<file path="src/design/sst_pkg.sv">
// shared constants and types of the soft-start / stop timing block
package sst_pkg;

  // ----------------------------------------------------------------
  // command codes
  // ----------------------------------------------------------------
  localparam logic [7:0] CMD_RAMP = 8'h61;
  localparam logic [7:0] CMD_LIMIT = 8'h62;
  localparam logic [7:0] CMD_ACTION = 8'h63;
  localparam logic [7:0] CMD_STOP = 8'h64;

  // ----------------------------------------------------------------
  // linear word layout and reset values
  // ----------------------------------------------------------------
  localparam int EXP_HI = 15;
  localparam int EXP_LO = 11;
  localparam int MAN_HI = 10;
  localparam logic [4:0] RAMP_EXP_RST = 5'h1e;
  localparam logic [4:0] LIMIT_EXP_RST = 5'h1f;
  localparam logic [4:0] STOP_EXP_RST = 5'h1f;
  localparam logic [10:0] RAMP_MAN_MIN = 11'h002;
  localparam logic [10:0] RAMP_MAN_MAX = 11'h07f;
  localparam logic [10:0] LIMIT_MAN_MAX = 11'h0fe;
  localparam logic [10:0] STOP_MAN_MAX = 11'h0ff;

  // ----------------------------------------------------------------
  // timeout action byte
  // ----------------------------------------------------------------
  localparam int RESP_HI = 7;
  localparam int RESP_LO = 6;
  localparam int RETRY_HI = 5;
  localparam int RETRY_LO = 3;
  localparam int DLY_HI = 2;
  localparam int DLY_LO = 0;
  localparam logic [1:0] RESP_IGNORE = 2'h0;
  localparam logic [1:0] RESP_DELAYED = 2'h1;
  localparam logic [1:0] RESP_IMMED = 2'h2;
  localparam logic [1:0] RESP_BAD = 2'h3;
  localparam logic [2:0] RETRY_LATCH = 3'h0;
  localparam logic [2:0] RETRY_FOREVER = 3'h7;
  localparam logic [2:0] DLY_CODE_ZERO = 3'h0;
  localparam logic [2:0] DLY_CODE_ONE = 3'h1;
  localparam logic [2:0] HIC_MULT_ONE = 3'h1;
  localparam logic [2:0] HIC_MULT_TWO = 3'h2;

  // ----------------------------------------------------------------
  // timing
  // ----------------------------------------------------------------
  localparam int CLK_MHZ = 200;
  localparam int QUARTER_MS_NS = 250000;
  localparam int QUARTER_CYC = QUARTER_MS_NS * CLK_MHZ / 1000;
  localparam int STOP_TAIL_US = 50;
  localparam int STOP_TAIL_CYC = STOP_TAIL_US * CLK_MHZ;
  localparam logic [1:0] INIT_SETTLE = 2'h2;

  // ----------------------------------------------------------------
  // sequencer phases
  // ----------------------------------------------------------------
  typedef enum logic [2:0] {
    ST_OFF = 3'b000,
    ST_START = 3'b001,
    ST_RAMP = 3'b010,
    ST_RUN = 3'b011,
    ST_FLT_DLY = 3'b100,
    ST_RESTART_WAIT_PERIOD = 3'b101,
    ST_STOP = 3'b110,
    ST_LATCH = 3'b111
  } phase_t;

endpackage

</file>
<file path="src/design/tick_gen.sv">
// quarter-millisecond enable pulse divider with restart
module tick_gen
  import sst_pkg::*;
#(
  parameter int CYCLES = QUARTER_CYC,
  parameter int W = $clog2(CYCLES + 1)
) (
  input wire logic clock,
  input wire logic nrst,
  input wire logic clr,
  output logic tick
);

  typedef struct packed {
    logic [W-1:0] cnt;
    logic tick;
  } tg_t;

  tg_t s_r;
  tg_t s_nxt;

  // restart keeps phase timing exact from the phase's first cycle
  always_comb begin
    s_nxt = s_r;
    s_nxt.tick = 1'b0;
    if (clr) begin
      s_nxt.cnt = '0;
    end else if (s_r.cnt == W'(CYCLES - 1)) begin
      s_nxt.cnt = '0;
      s_nxt.tick = 1'b1;
    end else begin
      s_nxt.cnt = s_r.cnt + 1'b1;
    end
  end

  always_ff @(posedge clock or negedge nrst) begin
    if (!nrst) begin
      s_r <= '0;
    end else begin
      s_r <= s_nxt;
    end
  end

  assign tick = s_r.tick;

endmodule

</file>
<file path="src/design/soft_start_stop_timing_fault.sv">
// output turn-on / turn-off timing and start-up timeout fault handling
//
// How it works
// ramp setting sets reference slew time
// rise time equals setting, any target voltage
// dac may quantize slope; we pass time
// ramp word: exponent 15:11, mantissa 10:0
// ramp 0..31.75 ms, below 0.5 ms
// out-of-range ramp write flags invalid data
// mantissa from strap; settings apply immediately
// timeout if no 85% within limit
// limit 0..127 ms, exponent resets 11111b
// zero limit disables timeout detection
// undervoltage detection enabled after ramp
// timeout sets three status bits, alerts
// action field: ignore, delayed, immediate
// retry field: latch, 1-6 retries, forever
// delay field sets delay and restart_wait_period
// invalid action byte flags invalid data
// action is byte access, others word
// stop delay until energy transfer stops
// start delay before ramp, window after
// stop delay 0..127.5 ms plus tail
// count retries, clear on successful start
module soft_start_stop_timing_fault
  import sst_pkg::*;
#(
  parameter int QUARTER_CYCLES = QUARTER_CYC,
  parameter int STOP_TAIL_CYCLES = STOP_TAIL_CYC,
  parameter logic [7:0] ACTION_RST = 8'h80,
  parameter logic [10:0] LIMIT_MAN_RST = 11'h000,
  parameter logic [10:0] STOP_MAN_RST = 11'h000
) (
  input wire logic clock,
  input wire logic nrst,
  input wire logic on_cmd,
  input wire logic vout_85,
  input wire logic [10:0] ramp_strap,
  input wire logic [7:0] start_delay_half,
  input wire logic cmd_wr,
  input wire logic cmd_rd,
  input wire logic [7:0] cmd_code,
  input wire logic cmd_word,
  input wire logic [15:0] cmd_wdata,
  input wire logic clear_faults,
  output logic [15:0] rd_data,
  output logic rd_valid,
  output logic power_en,
  output logic ramp_active,
  output logic [6:0] ramp_time_q,
  output logic uv_detect_en,
  output logic other_fault_flag,
  output logic vout_word_flag,
  output logic timeout_flag,
  output logic invalid_data,
  output logic host_alert,
  output logic latched_off
);

  // ----------------------------------------------------------------
  // state
  // ----------------------------------------------------------------
  typedef struct packed {
    logic on_m;
    logic on_s;
    logic vg_m;
    logic vg_s;
    logic [10:0] strap_m;
    logic [10:0] strap_s;
    logic [1:0] init_cnt;
    logic init_done;
    logic [15:0] ramp;
    logic [15:0] limit;
    logic [7:0] action;
    logic [15:0] stop;
    logic [15:0] rd_data;
    logic rd_valid;
    phase_t ph;
    logic [11:0] cnt;
    logic [11:0] wcnt;
    logic [13:0] tcyc;
    logic tail;
    logic reached;
    logic fired;
    logic [2:0] used;
    logic power_en;
    logic ramp_active;
    logic [6:0] ramp_q;
    logic uv_en;
    logic other_fault;
    logic vout_flag;
    logic tmo_flag;
    logic invalid;
    logic alert;
    logic tmo_evt;
    logic latched;
  } st_t;

  st_t s_r;
  st_t s_nxt;
  logic tick;
  logic clr_tick;

  // ----------------------------------------------------------------
  // derived times, all in quarter-millisecond ticks
  // ----------------------------------------------------------------
  logic [10:0] ramp_man;
  logic [6:0] ramp_q;
  logic [8:0] limit_q;
  logic [8:0] stop_q;
  logic [2:0] dly_code;
  logic [4:0] dly_q;
  logic [2:0] hic_mult;
  logic [9:0] hic_q;
  logic [11:0] start_q;
  logic [1:0] resp;
  logic [2:0] retry;

  // short ramps are stretched to the floor value
  assign ramp_man = s_r.ramp[MAN_HI:0];
  assign ramp_q = (ramp_man < RAMP_MAN_MIN) ? RAMP_MAN_MIN[6:0]
                                            : ramp_man[6:0];
  assign limit_q = {s_r.limit[7:0], 1'b0};
  assign stop_q = {s_r.stop[7:0], 1'b0};
  assign start_q = {3'h0, start_delay_half, 1'b0};
  assign resp = s_r.action[RESP_HI:RESP_LO];
  assign retry = s_r.action[RETRY_HI:RETRY_LO];
  assign dly_code = s_r.action[DLY_HI:DLY_LO];
  // code 0 still waits one millisecond
  assign dly_q = {(dly_code == DLY_CODE_ZERO) ? DLY_CODE_ONE : dly_code,
                  2'b00};
  assign hic_mult = (dly_code == DLY_CODE_ZERO) ? HIC_MULT_ONE :
                    (dly_code == DLY_CODE_ONE) ? HIC_MULT_TWO : dly_code;
  assign hic_q = 10'(ramp_q * hic_mult);

  // the divider restarts with each phase, except across ramp end,
  // where the timeout window keeps running on the same ticks
  assign clr_tick = (s_nxt.ph != s_r.ph) &&
                    !(s_r.ph == ST_RAMP && s_nxt.ph == ST_RUN);

  tick_gen #(
    .CYCLES(QUARTER_CYCLES)
  ) u_tick (
    .clock(clock),
    .nrst(nrst),
    .clr(clr_tick),
    .tick(tick)
  );

  // ----------------------------------------------------------------
  // next state
  // ----------------------------------------------------------------
  always_comb begin
    s_nxt = s_r;
    s_nxt.rd_valid = 1'b0;
    s_nxt.tmo_evt = 1'b0;
    // on, 85 percent and strap pins pass two flops before any use
    s_nxt.on_m = on_cmd;
    s_nxt.on_s = s_r.on_m;
    s_nxt.vg_m = vout_85;
    s_nxt.vg_s = s_r.vg_m;
    s_nxt.strap_m = ramp_strap;
    s_nxt.strap_s = s_r.strap_m;

    // strap sampled once the synchroniser has settled
    if (!s_r.init_done) begin
      if (s_r.init_cnt == INIT_SETTLE) begin
        s_nxt.init_done = 1'b1;
        s_nxt.ramp[MAN_HI:0] = s_r.strap_s;
      end else begin
        s_nxt.init_cnt = s_r.init_cnt + 1'b1;
      end
    end

    // clearing first, so an event in the same cycle still sets
    if (clear_faults) begin
      s_nxt.other_fault = 1'b0;
      s_nxt.vout_flag = 1'b0;
      s_nxt.tmo_flag = 1'b0;
      s_nxt.invalid = 1'b0;
    end

    // host writes; a refused write leaves the setting untouched
    if (cmd_wr) begin
      unique case (cmd_code)
        CMD_RAMP: begin
          if (cmd_word && cmd_wdata[EXP_HI:EXP_LO] == RAMP_EXP_RST &&
              cmd_wdata[MAN_HI:0] <= RAMP_MAN_MAX) begin
            s_nxt.ramp = cmd_wdata;
          end else begin
            s_nxt.invalid = 1'b1;
          end
        end
        CMD_LIMIT: begin
          if (cmd_word && cmd_wdata[EXP_HI:EXP_LO] == LIMIT_EXP_RST &&
              cmd_wdata[MAN_HI:0] <= LIMIT_MAN_MAX) begin
            s_nxt.limit = cmd_wdata;
          end else begin
            s_nxt.invalid = 1'b1;
          end
        end
        CMD_ACTION: begin
          if (!cmd_word && cmd_wdata[RESP_HI:RESP_LO] != RESP_BAD) begin
            s_nxt.action = cmd_wdata[7:0];
          end else begin
            s_nxt.invalid = 1'b1;
          end
        end
        CMD_STOP: begin
          if (cmd_word && cmd_wdata[EXP_HI:EXP_LO] == STOP_EXP_RST &&
              cmd_wdata[MAN_HI:0] <= STOP_MAN_MAX) begin
            s_nxt.stop = cmd_wdata;
          end else begin
            s_nxt.invalid = 1'b1;
          end
        end
        default: ;
      endcase
    end

    // reads answer the next cycle; other codes belong elsewhere
    if (cmd_rd) begin
      unique case (cmd_code)
        CMD_RAMP, CMD_LIMIT, CMD_STOP: begin
          s_nxt.rd_valid = cmd_word;
          s_nxt.invalid = s_nxt.invalid | !cmd_word;
          s_nxt.rd_data = (cmd_code == CMD_RAMP) ? s_r.ramp :
                          (cmd_code == CMD_LIMIT) ? s_r.limit : s_r.stop;
        end
        CMD_ACTION: begin
          s_nxt.rd_valid = !cmd_word;
          s_nxt.invalid = s_nxt.invalid | cmd_word;
          s_nxt.rd_data = {8'h00, s_r.action};
        end
        default: ;
      endcase
    end

    // slew setting follows the register on the fly, ramping or not
    s_nxt.ramp_q = ramp_q;

    // phase timers advance on the quarter-millisecond enable
    if (tick) begin
      s_nxt.cnt = s_r.cnt + 1'b1;
    end

    // timeout window runs from end of start delay until 85 percent
    if ((s_r.ph == ST_RAMP || s_r.ph == ST_RUN) && !s_r.reached) begin
      if (s_r.vg_s) begin
        s_nxt.reached = 1'b1;
        s_nxt.used = '0;
      end else begin
        if (tick) begin
          s_nxt.wcnt = s_r.wcnt + 1'b1;
        end
        if (limit_q != '0 && !s_r.fired &&
            s_r.wcnt >= 12'(limit_q)) begin
          s_nxt.fired = 1'b1;
          s_nxt.tmo_evt = 1'b1;
          s_nxt.other_fault = 1'b1;
          s_nxt.vout_flag = 1'b1;
          s_nxt.tmo_flag = 1'b1;
          unique case (resp)
            RESP_DELAYED: begin
              s_nxt.ph = ST_FLT_DLY;
              s_nxt.cnt = '0;
            end
            RESP_IMMED: begin
              s_nxt.ph = ST_RESTART_WAIT_PERIOD;
            end
            default: ;
          endcase
        end
      end
    end

    unique case (s_r.ph)
      ST_OFF: begin
        if (s_r.on_s) begin
          s_nxt.ph = ST_START;
          s_nxt.cnt = '0;
          s_nxt.used = '0;
        end
      end
      ST_START: begin
        if (s_r.cnt >= start_q) begin
          s_nxt.ph = ST_RAMP;
          s_nxt.cnt = '0;
          s_nxt.wcnt = '0;
          s_nxt.fired = 1'b0;
          s_nxt.reached = 1'b0;
          s_nxt.power_en = 1'b1;
          s_nxt.ramp_active = 1'b1;
        end
      end
      ST_RAMP: begin
        // dac slews target over ramp time, so rise time is fixed
        if (s_r.cnt >= 12'(ramp_q) && s_nxt.ph == ST_RAMP) begin
          s_nxt.ph = ST_RUN;
          s_nxt.ramp_active = 1'b0;
          s_nxt.uv_en = 1'b1;
        end
      end
      ST_RUN: ;
      ST_FLT_DLY: begin
        if (s_r.vg_s) begin
          s_nxt.ph = ST_RUN;
          s_nxt.reached = 1'b1;
          s_nxt.used = '0;
        end else if (s_r.cnt >= 12'(dly_q)) begin
          s_nxt.ph = ST_RESTART_WAIT_PERIOD;
        end
      end
      ST_RESTART_WAIT_PERIOD: begin
        if (s_r.cnt >= 12'(hic_q)) begin
          s_nxt.ph = ST_START;
          s_nxt.cnt = '0;
        end
      end
      ST_STOP: begin
        // stop delay, then the fixed internal tail, then off
        if (!s_r.tail) begin
          if (s_r.cnt >= 12'(stop_q)) begin
            s_nxt.tail = 1'b1;
            s_nxt.tcyc = '0;
          end
        end else if (s_r.tcyc >= 14'(STOP_TAIL_CYCLES - 1)) begin
          s_nxt.ph = ST_OFF;
          s_nxt.tail = 1'b0;
          s_nxt.power_en = 1'b0;
          s_nxt.ramp_active = 1'b0;
          s_nxt.uv_en = 1'b0;
        end else begin
          s_nxt.tcyc = s_r.tcyc + 1'b1;
        end
      end
      ST_LATCH: begin
        if (!s_r.on_s) begin
          s_nxt.ph = ST_OFF;
          s_nxt.used = '0;
        end
      end
    endcase

    // shutdown: decide between restart wait and latch-off
    if (s_nxt.ph == ST_RESTART_WAIT_PERIOD && s_r.ph != ST_RESTART_WAIT_PERIOD) begin
      s_nxt.power_en = 1'b0;
      s_nxt.ramp_active = 1'b0;
      s_nxt.uv_en = 1'b0;
      s_nxt.cnt = '0;
      if (retry == RETRY_LATCH ||
          (retry != RETRY_FOREVER && s_r.used >= retry)) begin
        s_nxt.ph = ST_LATCH;
      end else if (retry != RETRY_FOREVER) begin
        s_nxt.used = s_r.used + 1'b1;
      end
    end

    // stop condition overrides any running phase
    if (!s_r.on_s && s_r.ph != ST_OFF && s_r.ph != ST_STOP &&
        s_r.ph != ST_LATCH) begin
      s_nxt.ph = ST_STOP;
      s_nxt.cnt = '0;
      s_nxt.tail = 1'b0;
    end

    s_nxt.alert = s_nxt.other_fault | s_nxt.invalid;
    // registered copy so the pin never shows a decode glitch
    s_nxt.latched = (s_nxt.ph == ST_LATCH);
  end

  // ----------------------------------------------------------------
  // registers
  // ----------------------------------------------------------------
  always_ff @(posedge clock or negedge nrst) begin
    if (!nrst) begin
      s_r <= '0;
      s_r.ramp <= {RAMP_EXP_RST, RAMP_MAN_MIN};
      s_r.limit <= {LIMIT_EXP_RST, LIMIT_MAN_RST};
      s_r.action <= ACTION_RST;
      s_r.stop <= {STOP_EXP_RST, STOP_MAN_RST};
      s_r.ph <= ST_OFF;
      s_r.ramp_q <= RAMP_MAN_MIN[6:0];
    end else begin
      s_r <= s_nxt;
    end
  end

  // outputs straight from the state flops
  assign rd_data = s_r.rd_data;
  assign rd_valid = s_r.rd_valid;
  assign power_en = s_r.power_en;
  assign ramp_active = s_r.ramp_active;
  assign ramp_time_q = s_r.ramp_q;
  assign uv_detect_en = s_r.uv_en;
  assign other_fault_flag = s_r.other_fault;
  assign vout_word_flag = s_r.vout_flag;
  assign timeout_flag = s_r.tmo_flag;
  assign invalid_data = s_r.invalid;
  assign host_alert = s_r.alert;
  assign latched_off = s_r.latched;

  // ----------------------------------------------------------------
  // checks
  // ----------------------------------------------------------------
  a_ramp_floor: assert property (
    @(posedge clock) disable iff (!nrst)
    s_r.ramp_q >= RAMP_MAN_MIN[6:0])
    else $error("ramp time below floor");

  a_uv_after_ramp: assert property (
    @(posedge clock) disable iff (!nrst)
    $rose(s_r.uv_en) |-> $past(s_r.ph) == ST_RAMP && s_r.ph == ST_RUN)
    else $error("uv detection enabled outside ramp end");

  a_fault_flags: assert property (
    @(posedge clock) disable iff (!nrst)
    s_r.tmo_evt |-> s_r.other_fault && s_r.vout_flag && s_r.tmo_flag
      ##1 s_r.alert)
    else $error("timeout did not set status bits");

  a_bad_action: assert property (
    @(posedge clock) disable iff (!nrst)
    cmd_wr && cmd_code == CMD_ACTION &&
      cmd_wdata[RESP_HI:RESP_LO] == RESP_BAD
      |=> s_r.invalid && s_r.action == $past(s_r.action))
    else $error("invalid action byte accepted");

  a_limit_off: assert property (
    @(posedge clock) disable iff (!nrst)
    s_r.limit[7:0] == 8'h00 |=> !s_r.tmo_evt)
    else $error("timeout raised with zero limit");

  a_immed_shut: assert property (
    @(posedge clock) disable iff (!nrst)
    s_r.tmo_evt && resp == RESP_IMMED && s_r.on_s
      |-> !s_r.power_en)
    else $error("immediate response kept power on");

  a_latch_zero: assert property (
    @(posedge clock) disable iff (!nrst)
    $rose(s_r.ph == ST_RESTART_WAIT_PERIOD) |-> $past(retry) != RETRY_LATCH)
    else $error("restart wait with retries disabled");

  a_ramp_store: assert property (
    @(posedge clock) disable iff (!nrst)
    cmd_wr && cmd_word && cmd_code == CMD_RAMP &&
      cmd_wdata[EXP_HI:EXP_LO] == RAMP_EXP_RST &&
      cmd_wdata[MAN_HI:0] <= RAMP_MAN_MAX
      |=> s_r.ramp == $past(cmd_wdata))
    else $error("valid ramp write not stored");

  a_success_clear: assert property (
    @(posedge clock) disable iff (!nrst)
    $rose(s_r.reached) |-> s_r.used == 3'h0)
    else $error("retry count kept after good start");

endmodule

</file>
<file path="config.mk">
export PLATFORM = sky130hd
export DESIGN_NAME = soft_start_stop_timing_fault
export DESIGN_NICKNAME = d
export VERILOG_FILES = /design/src/design/sst_pkg.sv /design/src/design/tick_gen.sv /design/src/design/soft_start_stop_timing_fault.sv
export SDC_FILE = /design/constraint.sdc
export NUM_CORES = 1
export LEC_CHECK = 0
export ABC_AREA = 1
export BUFFER_PORTS_ARGS = -buffer_cell sky130_fd_sc_hd__buf_4
export CORE_AREA = 3 3 137 139
export DETAILED_ROUTE_END_ITERATION = 10
export DIE_AREA = 0 0 140 142
export PLACE_DENSITY = 0.78
export SYNTH_ARGS = -nofsm -noshare
export SYNTH_HDL_FRONTEND = slang
export SYNTH_HIERARCHICAL = 1
export SYNTH_SLANG_ARGS = --single-unit
</file>
<file path="constraint.sdc">
create_clock -name clock -period 6.8 [get_ports clock]
set_input_delay 0.68 -clock clock [delete_from_list [all_inputs] [get_ports clock]]
set_output_delay 0.68 -clock clock [all_outputs]
set_load 0.02 [all_outputs]
</file>
; After elaboration in Yosys (flattened, before gate mapping)
; Index checks and enable logic that the tools add are counted.
[op_classes]
n_shift = 0
n_addsub = 6
order_cmp = 12
eq_ne = 33
multipliers = 1
bitwise_logic = 5
mux = 92
div = 0
n_reduce_logical = 46
[op_table]
columns = op, n
row1 = $mux 16, 8
row2 = $mux 15, 7
row3 = $mux 27, 3
row4 = $mux 3, 19
row5 = $mux 51, 1
row6 = $mux 12, 4
row7 = $mux 11, 4
row8 = $ge 12x9->1, 3
row9 = $pmux 12 s3, 1
row10 = $pmux 17 s2, 1
row11 = $eq 8x7->1 const B, 4
row12 = $add 12x1->12 const B, 2
row13 = $mux 1, 24
row14 = $le 11x8->1 const B, 2
row15 = $ne 3x3->1 const B, 7
row16 = $pmux 3 s7, 1
row17 = $eq 3x3->1 const B, 6
row18 = $logic_and 1x1->1, 17
row19 = $add 16x1->16 const B, 1
row20 = $eq 16x16->1 const B, 1
row21 = $mux 8, 2
row22 = $reduce_and 3->1, 5
row23 = $add 14x1->14 const B, 1
row24 = $ge 14x14->1 const B, 1
row25 = 40 further kinds, 70
[totals]
word_cells = 230
out_inout_bits = 33
mem_bits_rw = 0
romBits = 0
mem_count = 0
latchBits = 0
reg_bits = 182
input_bits = 51

; Longest topological paths before layout
; Gate-level depths: netlist of run 1.
[logic_depth]
depth_word = 19
depth_mapped = 34
mapped_depth_nobuf = 33

; By module
; Netlist of run 1, hierarchy kept.
[by_module_without_submodules]
columns = module, area_each_um2, cells_per_inst, seq_area_each_um2, instances
row1 = soft_start_stop_timing_fault, 9531.6, 1167, 4150.2, 1
row2 = tick_gen, 935.9, 125, 425.4, 1

; Least setup slack after synthesis of run 1
; Ideal clock, no wire load.
[synth_timing]
kind = flip-flop to flip-flop
from = register s_r, in the netlist dly_code[2]
to = register u_tick/s_r[9] (netlist name)
path_buffers = 2
required_time_ps = 6681
slack_ps = 1977
setup_time_ps = 119
period_less_slack_ps = 4823
t_arrival_ps = 4704
path_stages_with_launch = 32
cell_sequence = dfrtp_1 clkbuf_1 inv_1 nand3_1 a21oi_1 inv_1 nor2_1 fa_1 ha_1 fa_1 a31oi_1 nor2_1 o21ai_0 nand2_1 xnor2_1 ha_1 nand2_1 nor2_1 nand3_1 nand4_1 o21ai_0 o21ai_2 nand2_1 xor2_1 nor2_1 nand2_1 nand2_1 inv_1 clkbuf_1 inv_1 nand2_2 nor2_1
[synth_lines]
columns = element, line_no
row1 = from (decl), soft_start_stop_timing_fault.sv:99  ; st_t s_r;
row2 = from (signal assigned), soft_start_stop_timing_fault.sv:385  ; s_r <= s_nxt;
row3 = to (signal assigned), tick_gen.sv:40  ; s_r <= s_nxt;
row4 = to (decl), tick_gen.sv:19  ; tg_t s_r;

==> out/qor.yml, run 1 <==
final_cell_mix: "235 x nand2_1, 196 x inv_1, 165 x dfrtp_1"
grt_usage_pct: 25.1
fp.dieW_microns: 140
synth_area_sq_um: 10500
post-place-ws_ps: 1340
slew_headroom_pct: 32.6
synth_xor_xnor_area_share_pct: 2.43
timing.final.crit_share_pct: 82.8
ys_seq_elements: 182
fin_cells: 1593
hold_viol_final: 0
ant_nets: 0
synth.area.mux_share_pct: 0.753
multi_input_area_sq_um: 4850
grt_use_met1_pct: 34.3
postCtsSetupBuffers: 0
powerDensity_nw_per_um2: 200
min_period_ps: 5630
yosys.area_share.simple_pct: 24.2
finalSetupTns_ps: 0
drt_iter0_drc: 776
postLayoutSetupSlackWorst_ps: 1170
synth_edf_count: 0
power_leakage_nw: 6.08
numPortBuffers: 83
clk_path_buf_depth: 2
synth_top_family_by_area: "simple AND/OR/NAND/NOR gates"
outcome: "finished, final reports clean"
layout_commonest_cell: "nand2_1"
vias: 8791
ys.flop_type: "dfrtp_1"
fillers: 1505
async_flop_share_pct: 100
cts.sinks: 182
peakVddDrop_mv: 0.188
n_antenna_cell: 0
syn-instance-count: 1292
grtUsageMet2_pct: 41.0
seq_area_frac_synth_pct: 43.7
synth_cell_types: 52
grt_remaining_overflow: 0
via_per_inst: 5.52
grt_util_met3_pct: 4.44
post-dp-hpwl_microns: 17900
tritoncts: "yes"
grt_max_degree: 100
critPathKind: "flip-flop to flip-flop"
final-seq-area_sq_um: 4580
cts_max_level: 4
place.gp.congestion: 0.926
grt_first_pass_wirelength_microns: 40600
synth_nets: 1413
crit_required_ps: 7130
clkSlewWorstSetupHoldPaths_ps: 80
post_drt_wl_per_cell_microns: 15.4
cts_resized: 0
core_region_area_sq_um: 17800
layout-drive-gt1-share_pct: 14.1
tightest_slew_ps: 1010
setup_viol: 0
rows: 49
crit_arrival_ps: 5960
initial_core_util_pct: 58.9
area_growth_pct: 12.6
die_y_microns: 142
cap_violations: 0
slowest_stage: "dfrtp_1"
fmax_mhz: 178
rsz0062_at_grt: "no"
cp-end-kind: "flip-flop"
clk_latency_ps: 440
dp.cells: 1561
synth.avg_cell_area_sq_um: 8.10
holdBufCountCts: 0
antenna_found_initial: 0
clockRootBuffer: "clkbuf_16"
maxSlewViolCount: 0
grt_pass1_vias: 8383
critPathMaxFanout: 10
cpMostUsedCell: "nand2_1"
yosysWarnings: 6
routed_wl_microns: 24600
grt-busiest-layer: "met2"
synth_fa_ha_area_share_pct: 8.80
fin_worst_skew_ps: 11.5
synth-compound-area-share_pct: 10.1
cts-buffers-inserted: 17
cpPeakStageDelay_ps: 490
first_pass_iters: 8
min_path_type: "input port to asynchronous set/reset pin"
ioPinCount: 84
drc_errors: 0
die_area_sq_um: 19900
nNetsFinal: 1472
worstSetupStartpointType: "flip-flop"
==> layout make-up <==
cell class	instances	share of cell area, %
clock buffer	17	3.61
clock inverter	15	1.84
timing repair buffer	87	5.57
tap	229	2.43
inverter	204	6.58
multi-input combinational	859	41.2
sequential	182	38.8
==> flip-flops by register name (all words and copies together) (netlist names), 2 cells and up <==
register     count
limit_q          8
u_tick/s_r      16
rd_data         16
s_r             92
ramp_time_q      7
ramp_man        11
retry            3
s_nxt           13
dly_code         3
resp             2
==> Yosys cell counts (5+ instances only) <==
master / instances / share of area (%)
a211oi_1: 5 / 0.36
a21oi_1: 57 / 2.7
a31oi_1: 12 / 0.72
buf_4: 23 / 1.6
clkbuf_1: 22 / 0.79
dfrtp_1: 165 / 39
dfstp_2: 17 / 4.3
fa_1: 6 / 1.1
ha_1: 64 / 7.7
inv_1: 196 / 7.0
mux2_2: 7 / 0.75
nand2_1: 235 / 8.4
nand2_2: 6 / 0.36
nand3_1: 77 / 3.7
nand4_1: 25 / 1.5
nor2_1: 144 / 5.2
nor2_2: 6 / 0.36
nor3_1: 19 / 0.91
nor4_1: 12 / 0.72
o211ai_1: 7 / 0.50
o21ai_0: 86 / 4.1
o31ai_1: 7 / 0.50
or2_2: 15 / 0.90
xnor2_1: 9 / 0.75
xor2_1: 20 / 1.7
==> logic make-up after synthesis <==
logic type / Yosys count
AOI/OAI and AO/OA: 192
xor gates and xnor gates: 29
adders and majority gates: 70
buffers and inverters: 251
DFF: 182
muxes: 7
and+or+nand+nor: 561
==> critical path, delay by kind of cell (launching register included) <==
family / cells / cell delay (ps)
simple gates: 16 / 1530
fa+ha+maj: 4 / 1380
compound gates: 5 / 1260
buf+inv: 4 / 700
flops: 1 / 490
xor+xnor: 1 / 130
==> stage by stage <==
stage | power [mW] | util, % | hold slack, ps | cell area [sq um]
global route | 2.44 | 66.3 | 315 | 11800
CTS | 2.37 | 66.3 | 324 | 11800
detailed placement | 1.34 | 62.7 | 336 | 11100
global placement | 1.33 | 62.7 | 332 | 11100
floorplan | 1.26 | - | 331 | 10500
finish | 2.36 | 66.3 | 337 | 11800
==> power breakdown <==
group	switching [mW]	internal [mW]	total, mW
logic	0.109	0.0729	0.182
registers	0.0235	1.11	1.14
clock network	0.523	0.514	1.04
total	0.655	1.70	2.36
==> layer usage <==
layer	routed length, microns	share of wire [%]
met4	576	2.3
met3	1420	5.8
met1	11000	45
met2	11600	47
met5	0	0
==> final timing paths <==
path	startpoint	endpoint	slack (ps)	cells after the start
min in group clock	ramp_strap[4]	s_nxt[144]	340	1
worst min register to register	s_nxt[147]	s_r[147]	360	0
worst max register to register	dly_code[2]	u_tick/s_r[4]	1170	30
worst min-delay path	nrst	s_r[28]	340	1
max in group asynchronous	nrst	s_r[145]	4870	2
worst max-delay path	dly_code[2]	u_tick/s_r[4]	1170	30
(Power assumes the default switching activity.)
==> run 2, diff against run 1 <==
--- a/config.mk
+++ b/config.mk
@@ -7,10 +7,10 @@
 export LEC_CHECK = 0
 export ABC_AREA = 1
 export BUFFER_PORTS_ARGS = -buffer_cell sky130_fd_sc_hd__buf_4
-export CORE_AREA = 3 3 137 139
+export CORE_AREA = 3 3 142 144
 export DETAILED_ROUTE_END_ITERATION = 10
-export DIE_AREA = 0 0 140 142
-export PLACE_DENSITY = 0.78
+export DIE_AREA = 0 0 145 147
+export PLACE_DENSITY = 0.77
 export SYNTH_ARGS = -nofsm -noshare
 export SYNTH_HDL_FRONTEND = slang
 export SYNTH_HIERARCHICAL = 1
==> constraint.sdc (replaced) <==
create_clock -name clock -period 4.9 [get_ports clock]
set_input_delay 0.49 -clock clock [delete_from_list [all_inputs] [get_ports clock]]
set_output_delay 0.49 -clock clock [all_outputs]
set_load 0.02 [all_outputs]
==> run 2 against run 1 <==
  * Sequential share of layout area shrank 1.3 points
  * Utilization shrank 1.5 points
  * Sequential power grew 38%
  * Clock-buffer cell count is the same
  * Critical path depth is the same
  * Global-route usage shrank 1.6 points
  * Maximum frequency grew 16%
  * First-iteration DRC count shrank 15%
==> out/qor.yml, run 2 (same netlist as run 1, synthesis figures left out) <==
r2r_slack_ps: 30
dp.cells: 1609
maxSlewViolCount: 0
fin_area_sq_um: 12200
ioPinCount: 84
grt_max_degree: 98
n_antenna_cell: 0
numPortBuffers: 83
post-dp-hpwl_microns: 18200
cpPeakStageDelay_ps: 450
drt_iter0_drc: 658
cts_max_level: 4
drc_errors: 0
power_leakage_nw: 6.23
grt_remaining_overflow: 0
slowest_stage: "fa_1"
worstSetupStartpointType: "flip-flop"
tritoncts: "yes"
outcome: "finished, final reports clean"
tightest_slew_ps: 871
slew_headroom_pct: 41.9
rsz0062_at_grt: "yes"
crit_required_ps: 5270
antenna_found_initial: 1
combPwrFrac_pct: 8.3
power_frac_seq_pct: 47.0
grt_first_pass_wirelength_microns: 41300
vias: 8880
timing.final.crit_share_pct: 99.4
ant_nets: 0
peakVddDrop_mv: 0.231
initial_core_util_pct: 55.6
regToRegEndpoint: "u_tick/s_r[3]"
clockRootBuffer: "clkbuf_16"
largest_register_ffs: 92
post-place-ws_ps: -207
reg2reg_from: "ramp_man[8]"
clk_latency_ps: 440
clk_path_buf_depth: 2
crit_arrival_ps: 5240
rows: 50
holdBufCountCts: 0
fin_worst_skew_ps: 11.6
min_path_type: "input port to asynchronous set/reset pin"
first_pass_iters: 6
finalSetupTns_ps: 0
clkSlewWorstSetupHoldPaths_ps: 80
setup_viol: 0
top_register: "s_r"
nNetsFinal: 1501
power_frac_clock_pct: 44.7
hold_viol_final: 0
cap_violations: 0
cts-buffers-inserted: 17
cp-end-kind: "flip-flop"
layout_commonest_cell: "nand2_1"
min_period_ps: 4870
critPathMaxFanout: 7
postLayoutSetupSlackWorst_ps: 28.1
fin_cells: 1653
post_drt_wl_per_cell_microns: 15.2
grt_pass1_vias: 8579
place.gp.congestion: 0.937
fmax_mhz: 205
final_cell_mix: "232 x nand2_1, 191 x inv_1, 165 x dfrtp_1"
critPathKind: "flip-flop to flip-flop"
rr_worst_depth: 30
fp.dieW_microns: 145
powerDensity_nw_per_um2: 274
switching_power_mw: 0.882
layout-drive-gt1-share_pct: 18.3
place_area_sq_um: 11300
die_area_sq_um: 21300
via_per_inst: 5.37
area_growth_pct: 16.6
die_y_microns: 147
switching_share_pct: 26.4
grt_usage_pct: 23.5
core_region_area_sq_um: 18800
cts.sinks: 182
p_int_mw: 2.46
routed_wl_microns: 25100
run 2: how the worst max path moves through the flow:
stage	start	cells after the start	endpoint
3_5_place_dp	ramp_man[9]	30	u_tick/s_r[9]
4_1_cts	dly_code[2]	29	u_tick/s_r[3]
3_3_place_gp	ramp_man[9]	30	u_tick/s_r[9]
2_1_floorplan	dly_code[2]	31	u_tick/s_r[9]
6_report	ramp_man[8]	30	u_tick/s_r[3]
5_1_grt	ramp_man[9]	32	u_tick/s_r[1]
run 2: metal layers:
| layer | vias to the layer above | global-route usage, % | part of all wire (%) |
|---|---|---|---|
| li1 | 4345 | - | - |
| met1 | 4218 | 31.6 | 44 |
| met2 | 275 | 39.0 | 48 |
| met3 | 40 | 5.00 | 6.1 |
| met4 | 2 | 6.79 | 1.6 |
| met5 | - | 0 | 0.052 |
run 2: critical path: cells and delay by family (launching register included):
| kind | cells | cell delay (ps) |
|---|---|---|
| adders and majority gates | 4 | 1340 |
| DFF | 1 | 410 |
| buffers and inverters | 4 | 390 |
| and+or+nand+nor | 17 | 1820 |
| xor gates and xnor gates | 1 | 190 |
| AOI/OAI and AO/OA | 4 | 650 |
run 2: area by class of cell:
type / instances / area (sq um)
multi-input combinational: 859 / 4980
clock buffer: 17 / 425
inverter: 204 / 781
timing repair buffer: 116 / 886
clock inverter: 15 / 230
sequential: 182 / 4580
fill: 1536 / 6620
tap: 260 / 325
run 2: power by group through the flow:
stage / sequential (mW) / combinational [mW] / clock [mW]
after CTS: 1.57 / 0.269 / 1.51
after global routing: 1.57 / 0.307 / 1.57
after global placement: 1.60 / 0.260 / 0
after detailed placement: 1.60 / 0.266 / 0
after floorplan: 1.59 / 0.161 / 0
final: 1.57 / 0.278 / 1.49
run 2: through the flow:
step	power [mW]	hold slack (ps)	utilization [%]
6_report	3.34	109	64.8
5_1_grt	3.45	134	64.8
4_1_cts	3.34	140	63.6
3_5_place_dp	1.86	336	60.1
3_3_place_gp	1.86	333	60.1
2_1_floorplan	1.75	194	-
run 2: what timing repair did:
item | 4_1_cts | 5_1_grt
pin swaps | 1 | 32
setup buffers | 0 | 12
setup endpoints to repair | 17 | 32
gates resized for setup | 5 | 43
